[src/include/bwa_cfg.svh]
// Constants of the byte and word arithmetic datapath.
`ifndef BWA_CFG_SVH
`define BWA_CFG_SVH
`define BWA_BYTE_W 8
`define BWA_WORD_W 16
`define BWA_NIB_POS 4
`define BWA_FLAG_Z_POS 2
`define BWA_FLAG_AC_POS 1
`define BWA_FLAG_CY_POS 0
`define BWA_FLAGS_RST 3'h0
`define BWA_RESULT_RST 16'h0000
`define BWA_LATENCY 1
`endif

[src/include/bwa_pkg.sv]
// Types of the byte and word arithmetic datapath.
package bwa_pkg;
	typedef enum logic [3:0] {
		BWA_OP_ADD = 4'h0,
		BWA_OP_ADD_WITH_CARRY_OP = 4'h1,
		BWA_OP_SUB = 4'h3,
		BWA_OP_SUBTRACT_WITH_BORROW_OP = 4'h2,
		BWA_OP_AND = 4'h6,
		BWA_OP_OR = 4'h7,
		BWA_OP_XOR = 4'h5,
		BWA_OP_CMP = 4'h4,
		BWA_OP_WADD = 4'hc,
		BWA_OP_WSUB = 4'hd
	} bwa_op_e;

	typedef struct packed {
		logic zero_flag;
		logic nibble_carry_flag;
		logic carry_flag;
	} bwa_flags_s;

	typedef struct packed {
		logic valid;
		bwa_op_e op;
		logic [15:0] dst;
		logic [15:0] src;
	} bwa_req_s;

	typedef struct packed {
		logic done;
		logic write_en;
		logic [15:0] result;
		bwa_flags_s flags;
	} bwa_state_s;
endpackage

[src/design/bwa_alu.sv]
// Byte and word arithmetic and logic datapath with zero, nibble-carry and carry flags.
`timescale 1ns/1ps
`include "bwa_cfg.svh"
module bwa_alu
	import bwa_pkg::*;
#(
	parameter int BYTE_W = `BWA_BYTE_W,
	parameter int WORD_W = `BWA_WORD_W
) (
	input wire logic ref_clk,
	input wire logic rst_n,
	input wire logic clk_en,
	input wire bwa_req_s req,
	output bwa_flags_s flags,
	output logic [15:0] result,
	output logic write_en,
	output logic done
);

	// ------------------------------------------------------------
	// Parameter checks
	// ------------------------------------------------------------
	if (BYTE_W != 8 || WORD_W != 16) begin : g_bad_width
		$error("bwa_alu serves only an 8-bit byte and a 16-bit word");
	end

	// ------------------------------------------------------------
	// Arithmetic core
	// ------------------------------------------------------------
	bwa_state_s st_r;
	bwa_state_s st_nxt;

	// A nibble carry or borrow is the XOR of the operand bit 4s with the result bit 4.
	function automatic logic nib_cross(input logic [7:0] a, input logic [7:0] b,
		input logic [7:0] r);
		nib_cross = a[`BWA_NIB_POS] ^ b[`BWA_NIB_POS] ^ r[`BWA_NIB_POS];
	endfunction

	logic [8:0] byte_add;
	logic [8:0] byte_sub;
	logic [16:0] word_add;
	logic [16:0] word_sub;
	logic cin;

	always_comb begin
		cin = 1'b0;
		if (req.op == BWA_OP_ADD_WITH_CARRY_OP || req.op == BWA_OP_SUBTRACT_WITH_BORROW_OP) begin
			cin = st_r.flags.carry_flag;
		end
		byte_add = {1'b0, req.dst[7:0]} + {1'b0, req.src[7:0]} + {8'h00, cin};
		byte_sub = {1'b0, req.dst[7:0]} - {1'b0, req.src[7:0]} - {8'h00, cin};
		word_add = {1'b0, req.dst} + {1'b0, req.src};
		word_sub = {1'b0, req.dst} - {1'b0, req.src};
	end

	// ------------------------------------------------------------
	// Next state
	// ------------------------------------------------------------
	always_comb begin
		st_nxt = st_r;
		st_nxt.done = 1'b0;
		st_nxt.write_en = 1'b0;
		if (req.valid) begin
			st_nxt.done = 1'b1;
			st_nxt.write_en = 1'b1;
			unique case (req.op)
				BWA_OP_ADD, BWA_OP_ADD_WITH_CARRY_OP: begin
					st_nxt.result = {8'h00, byte_add[7:0]};
					st_nxt.flags.carry_flag = byte_add[8];
					st_nxt.flags.nibble_carry_flag = nib_cross(req.dst[7:0], req.src[7:0],
						byte_add[7:0]);
					st_nxt.flags.zero_flag = (byte_add[7:0] == 8'h00);
				end
				BWA_OP_SUB, BWA_OP_SUBTRACT_WITH_BORROW_OP, BWA_OP_CMP: begin
					st_nxt.result = {8'h00, byte_sub[7:0]};
					st_nxt.flags.carry_flag = byte_sub[8];
					st_nxt.flags.nibble_carry_flag = nib_cross(req.dst[7:0], req.src[7:0],
						byte_sub[7:0]);
					st_nxt.flags.zero_flag = (byte_sub[7:0] == 8'h00);
					if (req.op == BWA_OP_CMP) begin
						// The difference is dropped, so result still shows the last stored value.
						st_nxt.result = st_r.result;
						st_nxt.write_en = 1'b0;
					end
				end
				BWA_OP_AND: begin
					st_nxt.result = {8'h00, req.dst[7:0] & req.src[7:0]};
					st_nxt.flags.zero_flag = ((req.dst[7:0] & req.src[7:0]) == 8'h00);
				end
				BWA_OP_OR: begin
					st_nxt.result = {8'h00, req.dst[7:0] | req.src[7:0]};
					st_nxt.flags.zero_flag = ((req.dst[7:0] | req.src[7:0]) == 8'h00);
				end
				BWA_OP_XOR: begin
					// An all-ones source inverts the destination.
					st_nxt.result = {8'h00, req.dst[7:0] ^ req.src[7:0]};
					st_nxt.flags.zero_flag = ((req.dst[7:0] ^ req.src[7:0]) == 8'h00);
				end
				BWA_OP_WADD: begin
					st_nxt.result = word_add[15:0];
					st_nxt.flags.carry_flag = word_add[16];
					st_nxt.flags.zero_flag = (word_add[15:0] == 16'h0000);
					// Nibble carry is undefined here; it is simply cleared.
					st_nxt.flags.nibble_carry_flag = 1'b0;
				end
				BWA_OP_WSUB: begin
					st_nxt.result = word_sub[15:0];
					st_nxt.flags.carry_flag = word_sub[16];
					st_nxt.flags.zero_flag = (word_sub[15:0] == 16'h0000);
					st_nxt.flags.nibble_carry_flag = 1'b0;
				end
				default: begin
					// An unused code is refused: nothing written, flags kept.
					st_nxt.done = 1'b0;
					st_nxt.write_en = 1'b0;
				end
			endcase
		end
	end

	// ------------------------------------------------------------
	// State register
	// ------------------------------------------------------------
	always_ff @(posedge ref_clk) begin
		if (!rst_n) begin
			st_r <= '{done: 1'b0, write_en: 1'b0, result: `BWA_RESULT_RST,
				flags: `BWA_FLAGS_RST};
		end else if (clk_en) begin
			st_r <= st_nxt;
		end
	end

	assign flags = st_r.flags;
	assign result = st_r.result;
	assign write_en = st_r.write_en;
	assign done = st_r.done;

	// Codes outside the table are refused; the checks share one view of them.
	function automatic logic op_is_legal(input bwa_op_e o);
		op_is_legal = o inside {BWA_OP_ADD, BWA_OP_ADD_WITH_CARRY_OP, BWA_OP_SUB, BWA_OP_SUBTRACT_WITH_BORROW_OP, BWA_OP_AND,
			BWA_OP_OR, BWA_OP_XOR, BWA_OP_CMP, BWA_OP_WADD, BWA_OP_WSUB};
	endfunction
endmodule

[config.mk]
export PLATFORM = sky130hd
export DESIGN_NAME = bwa_alu
export DESIGN_NICKNAME = d
export VERILOG_FILES = /design/src/include/bwa_pkg.sv /design/src/design/bwa_alu.sv
export VERILOG_INCLUDE_DIRS = /design/src /design/src/include
export SDC_FILE = /design/constraint.sdc
export NUM_CORES = 1
export LEC_CHECK = 0
export ABC_CLOCK_PERIOD_IN_PS = 4450
export BUFFER_PORTS_ARGS = -buffer_cell sky130_fd_sc_hd__buf_2
export CAP_MARGIN = 20
export CORE_ASPECT_RATIO = 1.4
export CORE_MARGIN = 1
export CORE_UTILIZATION = 40
export DETAILED_ROUTE_END_ITERATION = 10
export PLACE_DENSITY = 0.7
export SETUP_SLACK_MARGIN = 0.4
export SLEW_MARGIN = 40
export SYNTH_ARGS = -nofsm -noshare
export SYNTH_HDL_FRONTEND = slang
export SYNTH_SLANG_ARGS = --single-unit
[constraint.sdc]
create_clock -name ref_clk -period 4.45 [get_ports ref_clk]
set_input_delay 1.335 -clock ref_clk [delete_from_list [all_inputs] [get_ports ref_clk]]
set_output_delay 1.335 -clock ref_clk [all_outputs]
set_load 0.01 [all_outputs]
==> results.py, run 1 <==
metrics = {
    "run_status": {
        "status": "finished clean",
    },
    "worst_setup_path": {
        "path_cells": "buf_2 > ha_1 > fa_1 > a21o_2 > a21oi_1 > xnor2_1 > nor4_1 > nand4_1 > or4_1 > or4b_1 > nand3_1",
        "cp_data_arrival_time_ps": 4180,
        "endpoint": "flags[2]$_SDFFE_PN0P_",
        "reg2reg_depth": 12,
        "r2r_start": "flags[0]$_SDFFE_PN0P_",
        "startpoint_type": "input pin",
        "critPathSlowestCell": "fa_1",
        "crit_fanout": 5,
        "reg2reg_to": "flags[2]$_SDFFE_PN0P_",
        "cp.required_ps": 4650,
        "critical_path_class": "input pin to flip-flop",
        "slowest_delay_ps": 480,
        "worstSetupEndpointType": "flip-flop",
        "crit_start": "req[0]",
        "r2r_setup_slack_ps": 1480,
    },
    "clocking": {
        "clk_latency_ps": 250,
        "cts_buffers": 3,
        "cts_root_buffer": "clkbuf_16",
        "cts_max_level": 1,
        "cts.sinks": 21,
        "clk_path_buf_depth": 2,
        "path_clk_slew_ps": 60,
        "holdBufCountCts": 0,
        "cts_tree": "done",
    },
    "synthesis": {
        "synth_top_area_cell": "ha_1",
        "syn_area_um2": 4180,
        "synth_ff_type": "dfxtp_1",
        "synth-seq-area-share_pct": 10.1,
        "ys_types": 73,
        "synth-seq-cells": 21,
        "synth_fp_nets": 671,
        "syn_inst": 571,
        "yosysWarnings": 0,
        "syn_avg_cell_area_um2": 7.32,
        "synth_area_leaders": "ha_1 16%, dfxtp_1 10%, a21oi_1 6.5%",
        "synth_top_area_share_pct": 16.2,
        "synth-async-reset-ratio_pct": 0,
        "synth_enable_flop_cells": 0,
    },
    "detailed_routing": {
        "ant_nets": 0,
        "maxUsedRoutingLayer": "met4",
        "m1WireLength_um": 6070,
        "wl_um": 14200,
        "first_pass_iters": 5,
        "met3WireLength_um": 832,
        "via_per_inst": 6.03,
        "drc": 0,
        "first_iter_violations": 414,
        "wl_per_cell_um": 18.4,
        "vias": 4649,
        "route.met2.wl_um": 6880,
    },
    "global_routing": {
        "grt_start_max_net_pins": 24,
        "grt_pass1_wl_um": 22000,
        "track_usage_pct": 26.2,
        "overflow": 0,
        "grt_antenna_before_repair": 0,
        "grt_pass1_vias": 4206,
    },
    "timing": {
        "setup_tns_ps": 0,
        "finalMaxSlewViolations": 0,
        "fin_skew_ps": 0.753,
        "fin_crit_ps": 3990,
        "rsz0062_at_grt": "yes",
        "worst_pin_slew_ps": 811,
        "holdWs_ps": 448,
        "slew_headroom_pct": 45.8,
        "period_share_pct": 89.6,
        "hold_viol": 0,
        "setup_viol": 0,
        "fmax_mhz": 251,
        "setup_ws_ps": 464,
    },
    "layout": {
        "drive_gt1_share_pct": 20.8,
        "multi_input_area_um2": 3490,
        "diodes": 0,
        "fin_util_pct": 48.7,
        "final_area_um2": 4900,
        "fin_nets": 737,
        "area_delta_synth_final_pct": 17.2,
        "regArea_um2": 420,
        "fill_cells": 1026,
    },
    "place": {
        "place_area_um2": 4660,
        "numPortBuffers": 60,
        "hpwl_um": 11600,
        "dpl_worst_slack_ps": 76.6,
        "globalplace.congestion": 0.933,
    },
    "power_and_ir_drop": {
        "power_density_nw_per_um2": 208,
        "cellLeakagePower_nw": 2.14,
        "peakVddDrop_mv": 0.110,
    },
    "floorplanning": {
        "start_util_pct": 41.6,
        "rows": 43,
        "die_area_um2": 10900,
        "core_um2": 10100,
        "die_width_um": 88.4,
        "die_h_um": 123,
        "num_io_pins": 61,
    },
    "job": {
        "maxCapViolCount": 0,
    },
    "worst_hold_path": {
        "hp-class": "flip-flop to flip-flop",
    },
}
[state kept, by name, indices dropped and copies added (netlist names)]
| register | count |
|---|---|
| flags | 3 |
| write_en | 1 |
| done | 1 |
| result | 16 |
[final cells by class]
| class | instances | share of cell area (%) |
|---|---|---|
| Inverter | 50 | 3.91 |
| Clock inverter | 1 | 0.102 |
| Clock buffer | 3 | 1.53 |
| Multi-Input combinational cell | 469 | 71.2 |
| Tap cell | 135 | 3.45 |
| Timing Repair Buffer | 92 | 11.2 |
| Sequential cell | 21 | 8.58 |
[stage by stage]
| step | total power, mW | std cells |
|---|---|---|
| 2_1_floorplan | 0.621 | 571 |
| 3_3_place_gp | 0.788 | 761 |
| 3_5_place_dp | 0.792 | 761 |
| 4_1_cts | 0.985 | 765 |
| 5_1_grt | 1.08 | 771 |
| 6_report | 1.02 | 771 |
[synthesized netlist by cell type, types with 6 or more instances]
cell      instances
a211oi_1         10
a21o_1            9
a21oi_1          54
a221oi_1          7
and2_1            6
clkbuf_1         18
dfxtp_1          21
fa_1              6
ha_1             54
inv_1            49
nand2_1          29
nand3_1          14
nand4_1          10
nor2_1           50
nor2b_1          11
nor3_1           18
nor3b_1           9
o211ai_1          9
o21ai_0          32
or3_1             6
xnor2_1          26
xor2_1            8
[power by group]
group / total (mW) / leakage, nW / internal, mW / switching [mW]
clock network: 0.189 / 0.0409 / 0.121 / 0.0683
registers: 0.203 / 0.171 / 0.198 / 0.00493
logic: 0.627 / 1.92 / 0.249 / 0.378
[cells by family after synthesis]
| kind of cell | Yosys count | share of synthesized area (%) |
|---|---|---|
| AOI/OAI and AO/OA | 189 | 30.8 |
| and+or+nand+nor | 182 | 22.8 |
| buffers and inverters | 81 | 9.22 |
| adders and majority gates | 60 | 19.0 |
| xor gates and xnor gates | 34 | 7.12 |
| DFF | 21 | 10.1 |
| muxes | 4 | 0.958 |
[what timing repair did]
action                     4_1_cts  5_1_grt
pin swaps                        0       10
buffers inserted                 0        6
resized for setup                5       25
setup endpoints to repair        4        5
[worst max-delay path: cells and delay by family]
family                   cells  cell delay (ps)
buffers and inverters        1              130
XOR/XNOR                     1              100
AND/OR/NAND/NOR              5             1510
AO/OA/AOI/OAI                2              400
adder cells (fa/ha/maj)      2              710
[per-layer routing]
metal	track usage, %	up-vias
met3	0.935	34
met2	45.9	248
met1	33.9	2155
met5	0	-
met4	9.27	0
li1	-	2212
[worst min path at each step]
stage | from | endpoint | slack (ps) | cells past startpoint
final | result[4]$_SDFFE_PN0P_ | result[4]$_SDFFE_PN0P_ | 450 | 2
after global placement | result[3]$_SDFFE_PN0P_ | result[3]$_SDFFE_PN0P_ | 440 | 2
after floorplan | result[6]$_SDFFE_PN0P_ | result[6]$_SDFFE_PN0P_ | 480 | 2
after CTS | result[4]$_SDFFE_PN0P_ | result[4]$_SDFFE_PN0P_ | 450 | 2
after detailed placement | result[3]$_SDFFE_PN0P_ | result[3]$_SDFFE_PN0P_ | 440 | 2
after global routing | result[4]$_SDFFE_PN0P_ | result[4]$_SDFFE_PN0P_ | 460 | 2
[cells in the final DEF (no fill, tap or decap), types with 4 or more instances in the layout]
| master | count |
|---|---|
| nand3_1 | 13 |
| nand4_1 | 10 |
| a211o_1 | 4 |
| a221oi_1 | 6 |
| dfxtp_1 | 21 |
| a21oi_2 | 4 |
| or3_1 | 5 |
| a21oi_1 | 52 |
| ha_1 | 53 |
| a21o_1 | 9 |
| nor2b_1 | 11 |
| and2_1 | 6 |
| a2111oi_0 | 4 |
| o21bai_1 | 4 |
| xor2_1 | 7 |
| a211oi_1 | 9 |
| buf_4 | 32 |
| mux2i_1 | 4 |
| nor4_1 | 4 |
| xnor2_1 | 26 |
| nor3b_1 | 7 |
| and3_1 | 5 |
| nor3_1 | 18 |
| o211ai_1 | 9 |
| nor2_1 | 49 |
| o21ai_0 | 29 |
| o21a_1 | 5 |
| a22o_1 | 4 |
| buf_2 | 58 |
| nand2b_1 | 5 |
| o221ai_1 | 5 |
| nand2_1 | 29 |
| inv_1 | 46 |
(Power assumes the default switching activity.)
==> inputs of run 2 (changes only) <==
--- a/config.mk
+++ b/config.mk
@@ -6,14 +6,16 @@
 export SDC_FILE = /design/constraint.sdc
 export NUM_CORES = 1
 export LEC_CHECK = 0
-export ABC_CLOCK_PERIOD_IN_PS = 4450
+export ABC_AREA = 1
+export ABC_CLOCK_PERIOD_IN_PS = 5100
 export BUFFER_PORTS_ARGS = -buffer_cell sky130_fd_sc_hd__buf_2
 export CAP_MARGIN = 20
 export CORE_ASPECT_RATIO = 1.4
 export CORE_MARGIN = 1
 export CORE_UTILIZATION = 40
 export DETAILED_ROUTE_END_ITERATION = 10
-export PLACE_DENSITY = 0.7
+export GPL_ROUTABILITY_DRIVEN = 0
+export PLACE_DENSITY = 0.67
 export SETUP_SLACK_MARGIN = 0.4
 export SLEW_MARGIN = 40
 export SYNTH_ARGS = -nofsm -noshare
==> constraint.sdc (replaced) <==
create_clock -name ref_clk -period 5.1 [get_ports ref_clk]
set_input_delay 1.53 -clock ref_clk [delete_from_list [all_inputs] [get_ports ref_clk]]
set_output_delay 1.53 -clock ref_clk [all_outputs]
set_load 0.01 [all_outputs]
==> run 2 against run 1 <==
- combinational power is 22% lower
- synthesized area is 4.6% higher
- first-iteration DRC count is 23% lower
- critical path type unchanged
- critical endpoint unchanged
- largest cell class unchanged
- highest routed layer unchanged
==> results.py, run 2 <==
metrics = {
    "layout": {
        "largest_register_ffs": 16,
        "final_cells": 937,
        "diodes": 0,
        "fin_util_pct": 45.8,
        "final_cell_mix": "218 x nand2_1, 126 x inv_1, 60 x buf_2",
        "fin_nets": 900,
        "final_common_cell": "nand2_1",
        "area_delta_synth_final_pct": 9.98,
        "drive_gt1_share_pct": 12.9,
    },
    "clocking": {
        "cts_root_buffer": "clkbuf_16",
        "cts_tree": "done",
        "holdBufCountCts": 0,
        "cts_buffers": 3,
        "path_clk_slew_ps": 60,
        "cts.sinks": 21,
        "clk_latency_ps": 250,
        "cts_resized": 0,
        "cts_max_level": 1,
        "post_cts_buffers": 0,
        "clk_path_buf_depth": 2,
    },
    "global_routing": {
        "overflow": 0,
        "grt_antenna_before_repair": 0,
        "grt_pass1_wl_um": 23100,
        "track_usage_pct": 25.1,
        "grt_pass1_vias": 5014,
        "grt_start_max_net_pins": 19,
    },
    "detailed_routing": {
        "vias": 4917,
        "m1WireLength_um": 5240,
        "route.met2.wl_um": 7020,
        "met3WireLength_um": 627,
        "via_per_inst": 5.25,
        "wl_um": 13900,
        "ant_nets": 0,
        "maxUsedRoutingLayer": "met4",
        "first_pass_iters": 5,
        "first_iter_violations": 317,
        "wl_per_cell_um": 14.8,
        "drc": 0,
    },
    "timing": {
        "rsz0062_at_grt": "no",
        "setup_tns_ps": 0,
        "worst_pin_slew_ps": 660,
        "fin_crit_ps": 3810,
        "finalMaxSlewViolations": 0,
        "slew_headroom_pct": 56.0,
        "fmax_mhz": 262,
        "fin_skew_ps": 1.54,
        "setup_viol": 0,
        "period_share_pct": 74.8,
        "hold_viol": 0,
    },
    "synthesis": {
        "synth_top_area_share_pct": 18.7,
        "synth_area_leaders": "nand2_1 19%, ha_1 15%, inv_1 11%",
        "syn_inst": 750,
        "synth.most_common_cell": "nand2_1",
        "synth_fp_nets": 850,
        "synth-async-reset-ratio_pct": 0,
        "yosysWarnings": 0,
        "synth_top_cells_by_count": "218 x nand2_1, 126 x inv_1, 56 x nand3_1",
        "ys_types": 43,
        "synth-seq-area-share_pct": 9.61,
        "synth-seq-cells": 21,
        "syn_avg_cell_area_um2": 5.83,
        "synth_enable_flop_cells": 0,
        "synth_ff_type": "dfxtp_1",
        "syn_area_um2": 4370,
        "synth_top_area_cell": "nand2_1",
    },
    "place": {
        "numPortBuffers": 60,
        "dp_cells": 933,
        "hpwl_um": 11800,
    },
    "worst_hold_path": {
        "hp-class": "flip-flop to flip-flop",
    },
    "worst_setup_path": {
        "cp_data_arrival_time_ps": 3960,
        "slowest_delay_ps": 570,
        "critical_path_class": "input pin to flip-flop",
        "critPathSlowestCell": "fa_1",
        "crit_fanout": 3,
        "cp_top_family": "simple AND/OR/NAND/NOR gates",
        "cp.required_ps": 5240,
        "startpoint_type": "input pin",
        "path_cells": "buf_2 > inv_1 > nand2_1 > inv_1 > nand4_1 > fa_1 > inv_1 > ha_1 > o21ai_0 > nand2_1 > a21oi_1 > or2_2 > nand2_1 > nand4_1 > nand2_1 > inv_1 > nand3_1 > nor2_1 > nor2_1",
        "worstPathBufferInverterCount": 5,
        "worstSetupEndpointType": "flip-flop",
    },
    "floorplanning": {
        "core_um2": 10500,
        "num_io_pins": 61,
        "die_width_um": 90.4,
        "start_util_pct": 41.6,
        "die_h_um": 126,
        "rows": 44,
        "die_area_um2": 11400,
    },
    "power_and_ir_drop": {
        "peakVddDrop_mv": 0.142,
        "cellLeakagePower_nw": 2.66,
        "finalPower_mw": 0.827,
        "power_density_nw_per_um2": 172,
    },
    "run_status": {
        "status": "finished clean",
    },
    "job": {
        "maxCapViolCount": 0,
    },
}
run 2: worst paths after layout:
| path | slack (ps) | cells after the start | endpoint | from |
|---|---|---|---|---|
| setup / recovery | 1290 | 19 | flags[2]$_SDFFE_PN0P_ | req[35] |
| hold / removal | 460 | 2 | result[14]$_SDFFE_PN0P_ | result[14]$_SDFFE_PN0P_ |
| setup reg to reg | 2520 | 15 | flags[2]$_SDFFE_PN0P_ | flags[0]$_SDFFE_PN0P_ |
| hold reg to reg | 460 | 2 | result[14]$_SDFFE_PN0P_ | result[14]$_SDFFE_PN0P_ |
run 2: worst min-delay path: stages (launching register included):
cell and delay [ps]:
dfxtp_1 300, nand2_1 60, a21oi_1 50
run 2: cells by family after synthesis:
kind of cell / share of synthesized area, %
compound gates: 14.2
xor+xnor: 4.61
fa+ha+maj: 18.2
buf+inv: 14.2
flops: 9.61
simple gates: 39.2
run 2: per-stage QoR:
| stage | setup slack, ps | hold WS, ps | area, um^2 |
|---|---|---|---|
| finish | 1290 | 462 | 4810 |
| global placement | 1090 | 453 | 4730 |
| detailed placement | 1010 | 456 | 4730 |
| global route | 1090 | 485 | 4810 |
| CTS | 1270 | 465 | 4810 |
| floorplan | 1480 | 487 | 4370 |
run 2: cell type report:
type                       count  area [um^2]
timing repair buffer          61          308
inverter                     133          499
clock buffer                   4         78.8
fill                        1180         5700
multi-input combinational    580         3330
sequential                    21          420
tap                          138          173
run 2: where the power goes:
group	leakage [nW]	switching [mW]	internal, mW
Sequential	0.171	0.00322	0.171
Combinational	2.45	0.329	0.161
Clock	0.0382	0.0566	0.106
run 2: routing by layer:
metal | track usage (%) | vias to the layer above
met1 | 25.7 | 2177
met2 | 47.2 | 187
li1 | - | 2484
met4 | 16.9 | 0
met5 | 0 | -
met3 | 2.90 | 69
